$ cat src/rtl/cbu_pkg.sv
// Purpose: shared constants for the conditional branch unit
// Assumes: instruction word of 32 bits, general registers of 64 bits
// Notes:   encodings, field positions and address offsets for the RTL live here only; the checker and bench repeat some as literals
package cbu_pkg;

    // operating width of the general registers
    localparam int unsigned DATA_W       = 64;
    // width of an instruction word
    localparam int unsigned INSTR_W      = 32;
    // width of a register index field
    localparam int unsigned REG_IDX_W    = 5;

    // field positions inside the instruction word
    localparam int unsigned OPC_HI       = 31;
    localparam int unsigned OPC_LO       = 26;
    localparam int unsigned SRC1_HI      = 25;
    localparam int unsigned SRC1_LO      = 21;
    localparam int unsigned SRC2_HI      = 20;
    localparam int unsigned SRC2_LO      = 16;
    localparam int unsigned OFF_HI       = 15;
    localparam int unsigned OFF_LO       = 0;
    localparam int unsigned OFF_W        = 16;
    // word offset is scaled to a byte offset by this shift
    localparam int unsigned OFF_SHIFT    = 2;
    // sign bit of a 32-bit operand
    localparam int unsigned SIGN32_BIT   = 31;
    localparam int unsigned HALF_W       = 32;

    // major opcodes
    localparam logic [5:0] OPC_EQ        = 6'h04;
    localparam logic [5:0] OPC_EQ_LIKELY = 6'h14;
    localparam logic [5:0] OPC_REGISTER_IMMEDIATE_GROUP    = 6'h01;
    localparam logic [5:0] OPC_POS       = 6'h07;
    localparam logic [5:0] OPC_POS_LIKELY= 6'h17;
    localparam logic [5:0] OPC_NONPOS    = 6'h06;
    localparam logic [5:0] OPC_COP0      = 6'h10;

    // selectors under the register immediate group
    localparam logic [4:0] SEL_NONNEG    = 5'h01;
    localparam logic [4:0] SEL_NONNEG_L  = 5'h03;
    localparam logic [4:0] SEL_NONNEG_AL = 5'h11;
    localparam logic [4:0] SEL_NONNEG_ALL= 5'h13;

    // coprocessor branch sub-fields
    localparam logic [4:0] COP_BC        = 5'h08;
    localparam logic [4:0] COP_TRUE_L    = 5'h03;

    // link register index and address offsets
    localparam logic [4:0] LINK_REG      = 5'h1F;
    localparam logic [63:0] SLOT_OFFSET  = 64'h0000_0000_0000_0004;
    localparam logic [63:0] LINK_OFFSET  = 64'h0000_0000_0000_0008;

    // sequencing states, one-hot
    typedef enum logic [1:0] {
        CBU_IDLE    = 2'h1,
        CBU_RESOLVE = 2'h2
    } cbu_state_t;

endpackage

$ cat src/rtl/cbu_branch_unit.sv
// Purpose: decode and resolve the compare-and-branch instruction group
// Assumes: one instruction offered per issue_valid cycle; the slot
//          instruction follows the branch; operands are already read
// Notes:   outcome is registered and shows one cycle after the branch
//
// Notes on behaviour
// (RULE1) target is slot address plus scaled offset
// (RULE2) equal branch redirects when sources match
// (RULE3) equal likely nullifies slot when not taken
// (RULE4) nonnegative branch tests the sign bit
// (RULE5) link variant always writes return address
// (RULE6) link with source 31 raises nothing
// (RULE7) link likely links and nullifies when untaken
// (RULE8) likely nonnegative nullifies slot when untaken
// (RULE9) positive branch needs clear sign, nonzero
// (RULE10) positive likely nullifies slot when untaken
// (RULE11) nonpositive branch: sign set or zero
// (RULE12) cop condition sampled one instruction early
// (RULE13) cop branch nullifies or raises unusable
// (RULE14) software spaces condition change from branch
// (RULE15) resolve in branch cycle, apply next cycle
// (RULE16) fixed field layout of the instruction word
`timescale 1ns/10ps
`default_nettype none
module cbu_branch_unit #(
    parameter int unsigned DATA_W = cbu_pkg::DATA_W
) (
    input  wire logic                   clk,
    input  wire logic                   nrst,
    // an instruction is issued this cycle
    input  wire logic                   issue_valid,
    input  wire logic [31:0]            instr,
    // address of the issued instruction
    input  wire logic [DATA_W-1:0]      branch_pc,
    // register file read data for the two source fields
    input  wire logic [DATA_W-1:0]      first_source_value,
    input  wire logic [DATA_W-1:0]      second_source_value,
    // 64-bit operating mode
    input  wire logic                   mode64,
    // coprocessor 0 usable by the current program
    input  wire logic                   cop0_usable,
    // live coprocessor condition from the status register
    input  wire logic                   status_condition_bit,
    // first source index, for the link hazard flag
    output logic [4:0]                  first_source_field,
    output logic [4:0]                  second_source_field,
    // program counter redirect, one cycle wide
    output logic                        redirect_valid,
    output logic [DATA_W-1:0]           redirect_pc,
    // slot instruction must be discarded
    output logic                        nullify_slot,
    // return address write
    output logic                        link_write,
    output logic [4:0]                  link_index,
    output logic [DATA_W-1:0]           link_value,
    // coprocessor unusable exception request
    output logic                        cop_unusable_exc,
    // link branch named r31 as its source (not restartable)
    output logic                        link_self_hazard,
    // a branch outcome is being applied this cycle
    output logic                        resolve_busy
);

    // decoded fields
    localparam int unsigned OFF_W_L = cbu_pkg::OFF_W;
    logic [5:0]          opcode;
    logic [OFF_W_L-1:0]  offset_field;

    // operand tests
    logic                sign_set;
    logic                is_zero;
    logic                src_equal;

    // decode results for the current instruction
    logic                is_branch;
    logic                is_likely;
    logic                is_link;
    logic                is_cop;
    logic                cond_now;

    // address arithmetic
    logic [DATA_W-1:0]   offset_ext;
    logic [DATA_W-1:0]   slot_addr;
    logic [DATA_W-1:0]   target_raw;
    logic [DATA_W-1:0]   link_raw;

    // condition sampled during the previous instruction
    logic                cop_cond_reg;

    // sequencing state
    cbu_pkg::cbu_state_t state_reg;
    cbu_pkg::cbu_state_t state_next;

    // registered outcome
    logic                redirect_reg;
    logic [DATA_W-1:0]   target_reg;
    logic                nullify_reg;
    logic                link_reg;
    logic [DATA_W-1:0]   link_value_reg;
    logic                exc_reg;
    logic                hazard_reg;

    // fold a 64-bit address to the 32-bit view in 32-bit mode
    function automatic logic [DATA_W-1:0] fold_addr(
        input logic [DATA_W-1:0] a,
        input logic              wide
    );
        logic [DATA_W-1:0] r;
        r = wide ? a : {{(DATA_W-cbu_pkg::HALF_W){a[cbu_pkg::SIGN32_BIT]}},
                        a[cbu_pkg::HALF_W-1:0]};
        return r;
    endfunction

    // (RULE16) field extraction
    assign opcode              = instr[cbu_pkg::OPC_HI:cbu_pkg::OPC_LO];
    assign first_source_field  = instr[cbu_pkg::SRC1_HI:cbu_pkg::SRC1_LO];
    assign second_source_field = instr[cbu_pkg::SRC2_HI:cbu_pkg::SRC2_LO];
    assign offset_field        = instr[cbu_pkg::OFF_HI:cbu_pkg::OFF_LO];

    // sign, zero and equality tests on the operands
    cbu_cond_eval #(
        .WIDTH (DATA_W)
    ) u_cond (
        .first_value  (first_source_value),
        .second_value (second_source_value),
        .mode64       (mode64),
        .sign_set     (sign_set),
        .is_zero      (is_zero),
        .equal        (src_equal)
    );

    // (RULE1) offset scaled by four and sign-extended
    assign offset_ext = {{(DATA_W-OFF_W_L-cbu_pkg::OFF_SHIFT){offset_field[OFF_W_L-1]}},
                         offset_field, {cbu_pkg::OFF_SHIFT{1'b0}}};
    // the target is relative to the slot, not to the branch itself
    assign slot_addr  = branch_pc + cbu_pkg::SLOT_OFFSET;
    // (RULE1) target from slot address
    assign target_raw = fold_addr(slot_addr + offset_ext, mode64);
    // return address skips the slot; wraps in 32-bit mode
    assign link_raw   = fold_addr(branch_pc + cbu_pkg::LINK_OFFSET, mode64);

    // instruction decode: which branch, and its condition
    always_comb begin
        is_branch = 1'b0;
        is_likely = 1'b0;
        is_link   = 1'b0;
        is_cop    = 1'b0;
        cond_now  = 1'b0;
        case (opcode)
            // (RULE2) equal compare
            cbu_pkg::OPC_EQ: begin
                is_branch = 1'b1;
                cond_now  = src_equal;
            end
            // (RULE3) equal likely
            cbu_pkg::OPC_EQ_LIKELY: begin
                is_branch = 1'b1;
                is_likely = 1'b1;
                cond_now  = src_equal;
            end
            // (RULE9) strictly positive; second field assumed zero
            cbu_pkg::OPC_POS: begin
                is_branch = 1'b1;
                cond_now  = !sign_set && !is_zero;
            end
            // (RULE10) positive likely
            cbu_pkg::OPC_POS_LIKELY: begin
                is_branch = 1'b1;
                is_likely = 1'b1;
                cond_now  = !sign_set && !is_zero;
            end
            // (RULE11) sign set or zero
            cbu_pkg::OPC_NONPOS: begin
                is_branch = 1'b1;
                cond_now  = sign_set || is_zero;
            end
            // register immediate group, selector in second field
            cbu_pkg::OPC_REGISTER_IMMEDIATE_GROUP: begin
                // (RULE4) all four variants test sign clear
                cond_now = !sign_set;
                case (second_source_field)
                    cbu_pkg::SEL_NONNEG: begin
                        is_branch = 1'b1;
                    end
                    // (RULE8) likely without link
                    cbu_pkg::SEL_NONNEG_L: begin
                        is_branch = 1'b1;
                        is_likely = 1'b1;
                    end
                    // (RULE5) link, plain
                    cbu_pkg::SEL_NONNEG_AL: begin
                        is_branch = 1'b1;
                        is_link   = 1'b1;
                    end
                    // (RULE7) link and likely
                    cbu_pkg::SEL_NONNEG_ALL: begin
                        is_branch = 1'b1;
                        is_link   = 1'b1;
                        is_likely = 1'b1;
                    end
                    // other selectors belong elsewhere
                    default: begin
                        cond_now = 1'b0;
                    end
                endcase
            end
            // coprocessor 0 condition-true-likely branch
            cbu_pkg::OPC_COP0: begin
                if (first_source_field == cbu_pkg::COP_BC &&
                    second_source_field == cbu_pkg::COP_TRUE_L) begin
                    is_branch = 1'b1;
                    is_likely = 1'b1;
                    is_cop    = 1'b1;
                    // (RULE12) uses the early-sampled condition
                    cond_now  = cop_cond_reg;
                end
            end
            // not a branch of this group
            default: begin
                is_branch = 1'b0;
            end
        endcase
    end

    // (RULE12) sample the condition on every issued instruction
    // (RULE14) a change just before the branch is not seen
    always_ff @(posedge clk) begin
        if (!nrst) begin
            cop_cond_reg <= 1'b0;
        end else if (issue_valid) begin
            // the branch itself reads the old value this cycle
            cop_cond_reg <= status_condition_bit;
        end
    end

    // next state: a branch moves to resolve for one cycle
    always_comb begin
        state_next = cbu_pkg::CBU_IDLE;
        case (state_reg)
            cbu_pkg::CBU_IDLE: begin
                if (issue_valid && is_branch) begin
                    state_next = cbu_pkg::CBU_RESOLVE;
                end
            end
            // a branch in the slot is undefined; still resolved in turn
            cbu_pkg::CBU_RESOLVE: begin
                if (issue_valid && is_branch) begin
                    state_next = cbu_pkg::CBU_RESOLVE;
                end
            end
            default: begin
                state_next = cbu_pkg::CBU_IDLE;
            end
        endcase
    end

    // (RULE15) state register
    always_ff @(posedge clk) begin
        if (!nrst) begin
            state_reg <= cbu_pkg::CBU_IDLE;
        end else begin
            state_reg <= state_next;
        end
    end

    // (RULE15) redirect decided now, applied next cycle
    always_ff @(posedge clk) begin
        if (!nrst) begin
            redirect_reg <= 1'b0;
            target_reg   <= '0;
        end else begin
            // (RULE13) an unusable coprocessor blocks the branch
            redirect_reg <= issue_valid && is_branch && cond_now &&
                            !(is_cop && !cop0_usable);
            // target held only when a branch resolves
            if (issue_valid && is_branch) begin
                target_reg <= target_raw;
            end
        end
    end

    // likely forms discard the slot when not taken
    always_ff @(posedge clk) begin
        if (!nrst) begin
            nullify_reg <= 1'b0;
        end else begin
            // (RULE3) (RULE7) (RULE8) (RULE10) nullify untaken likely
            // (RULE13) cop form the same, unless it traps
            nullify_reg <= issue_valid && is_branch && is_likely &&
                           !cond_now && !(is_cop && !cop0_usable);
        end
    end

    // (RULE5) return address written whether taken or not
    always_ff @(posedge clk) begin
        if (!nrst) begin
            link_reg       <= 1'b0;
            link_value_reg <= '0;
        end else begin
            link_reg <= issue_valid && is_link;
            if (issue_valid && is_link) begin
                link_value_reg <= link_raw;
            end
        end
    end

    // exception and hazard flags
    always_ff @(posedge clk) begin
        if (!nrst) begin
            exc_reg    <= 1'b0;
            hazard_reg <= 1'b0;
        end else begin
            // (RULE13) unusable coprocessor traps
            exc_reg    <= issue_valid && is_cop && !cop0_usable;
            // (RULE6) only flagged, never trapped
            hazard_reg <= issue_valid && is_link &&
                          first_source_field == cbu_pkg::LINK_REG;
        end
    end

    // outputs from registers, link_index from the LINK_REG constant
    assign redirect_valid   = redirect_reg;
    assign redirect_pc      = target_reg;
    assign nullify_slot     = nullify_reg;
    assign link_write       = link_reg;
    assign link_index       = cbu_pkg::LINK_REG;
    assign link_value       = link_value_reg;
    assign cop_unusable_exc = exc_reg;
    assign link_self_hazard = hazard_reg;
    assign resolve_busy     = (state_reg == cbu_pkg::CBU_RESOLVE);

endmodule
`default_nettype wire

$ cat src/rtl/cbu_cond_eval.sv
// Purpose: operand tests for the branch unit (sign, zero, equality)
// Assumes: operands arrive from the register file on the same clock
// Notes:   in 32-bit mode only the low half is looked at
`timescale 1ns/10ps
`default_nettype none
module cbu_cond_eval #(
    parameter int unsigned WIDTH = cbu_pkg::DATA_W
) (
    input  wire logic [WIDTH-1:0] first_value,
    input  wire logic [WIDTH-1:0] second_value,
    input  wire logic             mode64,
    output logic                  sign_set,
    output logic                  is_zero,
    output logic                  equal
);

    // per-bit view of each operand, upper half masked in 32-bit mode
    logic [WIDTH-1:0] first_view;
    logic [WIDTH-1:0] second_view;

    // the upper half is ignored rather than checked for a proper
    // sign extension, so badly extended values still compare on 32 bits
    genvar b;
    generate
        for (b = 0; b < WIDTH; b++) begin : g_view
            if (b < cbu_pkg::HALF_W) begin : g_low
                assign first_view[b]  = first_value[b];
                assign second_view[b] = second_value[b];
            end else begin : g_high
                assign first_view[b]  = first_value[b] & mode64;
                assign second_view[b] = second_value[b] & mode64;
            end
        end
    endgenerate

    // sign bit: top bit in 64-bit mode, bit 31 in 32-bit mode
    assign sign_set = mode64 ? first_value[WIDTH-1]
                             : first_value[cbu_pkg::SIGN32_BIT];
    // zero over the active width
    assign is_zero  = (first_view == '0);
    // equality over the active width
    assign equal    = (first_view == second_view);

endmodule
`default_nettype wire

$ cat config.mk
export PLATFORM = sky130hd
export DESIGN_NAME = cbu_branch_unit
export DESIGN_NICKNAME = d
export VERILOG_FILES = /design/src/rtl/cbu_pkg.sv /design/src/rtl/cbu_branch_unit.sv /design/src/rtl/cbu_cond_eval.sv
export SDC_FILE = /design/constraint.sdc
export NUM_CORES = 1
export LEC_CHECK = 0
export ABC_AREA = 0
export ABC_CLOCK_PERIOD_IN_PS = 4860
export BUFFER_PORTS_ARGS = -buffer_cell sky130_fd_sc_hd__buf_2
export CORE_MARGIN = 2
export CORE_UTILIZATION = 56
export CTS_CLUSTER_SIZE = 20
export DETAILED_ROUTE_END_ITERATION = 8
export HOLD_SLACK_MARGIN = 0.15
export PLACE_DENSITY_LB_ADDON = 0.1
export SLEW_MARGIN = 20
export SYNTH_ARGS = -nofsm -noshare
export SYNTH_HDL_FRONTEND = slang
export SYNTH_SLANG_ARGS = --single-unit
$ cat constraint.sdc
create_clock -name clk -period 4.86 [get_ports clk]
set_input_delay 0.243 -clock clk [delete_from_list [all_inputs] [get_ports clk]]
set_output_delay 0.243 -clock clk [all_outputs]
set_load 0.02 [all_outputs]
==> results.toml <==
[outcome]
run_status = "complete, no violations"

[pwr]
switching_power_w = 0.001259
fraction_of_power_consumed_by_combinational_cells = 0.315
cellInternalPower_w = 0.002360
powerDensity_nw_per_um2 = 257.7
seqPwrFrac = 0.314
power.share.switching = 0.3480
clockPowerShare = 0.371
cellLeakagePower_nw = 6.999
vdd_ir_drop_max_mv = 0.2647

[synthesis]
syn_area_per_cell_um2 = 7.991
yosys_warnings = 0
synth_edf_count = 0
synth.distinct_cells = 81
post_synth_inst_count = 1435
synth_seq_cells = 136
fraction_of_registers_with_async_set_reset = 0
sequential_element_share_of_the_synthesized_area = 0.2374
synthesis.area_um2 = 11470
postSynth.topFlopCell = "dfxtp_1"

[critical_path]
worstSetupStartpoint = "branch_pc[2]"
rr_startpoint = "redirect_pc[57]"
worst_ep_arrival_time_ns = 4.65
critical_path.cell_chain = "dlygate4sd3_1 -> buf_2 -> inv_1 -> ha_1 -> inv_1 -> ha_1 -> fa_1 -> a211oi_1 -> o21ai_0 -> a22oi_1 -> o21ai_0 -> a311o_1 -> nand3_1 -> o211ai_1 -> a21o_1 -> a21oi_1 -> xor2_1 -> or3b_2 -> o21ai_0"
cp_data_required_time_ns = 5.22
setup.worst_path.start_class = "input pin"
worst-r2r-setup-slack_ns = 3.74
cpMostUsedCell = "o21ai_0"
worst_path_max_delay_cell = "dlygate4sd3_1"
criticalPathCategory = "input pin to flip-flop"
critical_path.endpoint_type = "flip-flop"
cp_max_fo = 3
timing.critical_path.slowest_cell_delay_ns = 0.53

[global_route]
grt_max_degree = 59
grt_util_all_layers = 0.3737
overflow = 0
antenna_violations_before_repair = 6
grt_first_pass_wirelength_um = 63220
grt_pass1_vias = 11171

[detailed_routing]
vias = 12177
wl_per_cell_um = 20.32
drt-vias-per-instance = 5.946
antenna_left = 0
drt-initial-drc-count = 993
post-route-drc-count = 0
drt_pass1_iterations = 7
route.final.wire_length_um = 41610

[min_path]
min_from = "cop0_usable"
hold_path_class = "input pin to flip-flop"

[flow_run]
maxCapViolCount = 0

[place]
globalplace.congestion = 1.152
placedCellCount = 2001
detailedPlacementHpwl_um = 33610
numPortBuffers = 373
placement.setup.worst_slack_ns = 0.7472

[die]
die_x_um = 147.1
floorplan.core_area_um2 = 20170
fp.dieArea_um2 = 21640
start_util = 0.5685
die-height_um = 147.1
io_pins = 379
fp-row-count = 52

[clock_network]
cts.clk_slew.worst_paths_ns = 0.06
worstSkewPairLatency_ns = 0.43
ctsLongestPathBuffers = 2
ctsResizeCount = 0
numClockSinks = 136
tritoncts_clock_tree = "built"
cts_buffers = 17
ctsRootBufferMaster = "clkbuf_16"
postCtsSetupBuffers = 0
cts_max_level = 4

[sta]
setup-violations-final = 0
clock.fmax_mhz = 233.2
grt_setup_unrepaired = "no"
tightest_slew_ns = 0.9859
setup_ws_ns = 0.5711
finalHoldViolCount = 0
period_needed_ns = 4.289
max_slew_headroom_at_the_worst_pin = 0.3409
maxSlewViolCount = 0
finalCritPeriodShare = 0.8825
skew_ns = 0.003381
totalNegativeSetupSlack_ns = 0

[layout]
layout_common_cells = "373 x buf_2, 185 x nand2_1, 136 x dfxtp_1"
final_layout_size_suffix_gt1_frac = 0.2513
postLayoutCoreUtil = 0.6962
most_common_cell_after_layout_fill_and_taps_aside = "buf_2"
area_delta_synth_final_pct = 22.44
final_cells = 2048
design.final.nets = 2112
[worst paths after layout]
kind,cells after the start,to
worst max register to register,3,redirect_pc[57]
worst max-delay path,19,redirect_pc[57]
worst min register to register,2,redirect_pc[21]
worst min-delay path,3,redirect_valid
[cell families after synthesis]
group,count (synthesis),share of synthesized area
AND/OR/NAND/NOR,485,0.2111
multiplexers,3,0.002728
flip-flops,136,0.2374
XOR/XNOR,174,0.1329
adder cells (fa/ha/maj),124,0.1360
AO/OA/AOI/OAI,392,0.2325
buffers and inverters,120,0.04703
other,1,0.0003270
[area by class of cell]
type / count / area [um^2]
antenna: 7 / 17.52
clock buffer: 19 / 442.9
clock inverter: 13 / 158.9
fill: 1724 / 6128
inverter: 27 / 101.3
multi-input combinational: 1183 / 8223
sequential: 136 / 2723
tap: 270 / 337.8
timing repair buffer: 393 / 2037
[stage by stage]
stage	hold WS (ns)	power, W	cell area (um^2)
after global routing	0.1952	0.003766	14030
after global placement	0.4465	0.002244	13340
after CTS	0.1507	0.003596	14020
after detailed placement	0.4537	0.002251	13340
after floorplan	0.3666	0.001895	11480
final	0.1483	0.003619	14040
[cell usage after synthesis (3+ instances only)]
library cell | instances | area, um^2
o211ai_1 | 7 | 52.55
and4_1 | 12 | 105.1
a21o_1 | 31 | 232.7
and3_1 | 20 | 125.1
nor3_1 | 16 | 80.08
nor2_1 | 69 | 259.0
o31ai_1 | 3 | 22.52
dfxtp_1 | 136 | 2723
a21oi_2 | 5 | 43.79
a21boi_0 | 23 | 172.7
nor2b_1 | 22 | 137.6
a31oi_1 | 8 | 50.05
a21oi_1 | 103 | 515.5
buf_2 | 10 | 50.05
o21ai_0 | 84 | 420.4
a211oi_1 | 18 | 135.1
buf_4 | 16 | 120.1
or3_1 | 5 | 31.28
o21a_1 | 8 | 60.06
buf_1 | 6 | 22.52
nand4_1 | 42 | 262.8
ha_1 | 123 | 1539
xor2_1 | 100 | 875.8
o22ai_1 | 8 | 50.05
nand2b_1 | 4 | 25.02
o21bai_1 | 15 | 112.6
nor4_1 | 28 | 175.2
xnor2_1 | 74 | 648.1
nand2_1 | 185 | 694.4
nand3_1 | 43 | 215.2
clkbuf_1 | 58 | 217.7
o211a_1 | 34 | 340.3
a22o_1 | 14 | 122.6
and2_1 | 18 | 112.6
inv_1 | 27 | 101.4
[timing repair]
item | CTS | global route
setup endpoints to repair | 0 | 0
hold buffers | 8 | 0
hold endpoints to repair | 8 | 0
[critical path, delay by kind of cell]
family | cells | cell delay, ns
xor+xnor | 1 | 0.08
buf+inv | 4 | 0.75
simple gates | 2 | 0.64
fa+ha+maj | 3 | 0.77
compound gates | 9 | 2.20
[metal layers]
| metal | vias up | wire (um) | global-route usage |
|---|---|---|---|
| li1 | 5835 | - | - |
| met1 | 5684 | 18260 | 0.5181 |
| met2 | 586 | 18120 | 0.5692 |
| met3 | 70 | 4168 | 0.09845 |
| met4 | 2 | 1044 | 0.1159 |
| met5 | - | 11 | 0 |
[power by group through the flow]
| stage | logic (W) | registers [W] | clock network, W |
|---|---|---|---|
| 4_1_cts | 0.00111 | 0.00114 | 0.00135 |
| 2_1_floorplan | 0.000719 | 0.00118 | 0 |
| 3_5_place_dp | 0.00109 | 0.00116 | 0 |
| 6_report | 0.00114 | 0.00114 | 0.00134 |
| 3_3_place_gp | 0.00108 | 0.00116 | 0 |
| 5_1_grt | 0.00123 | 0.00114 | 0.00140 |
Power figures use the tool's default switching activity.
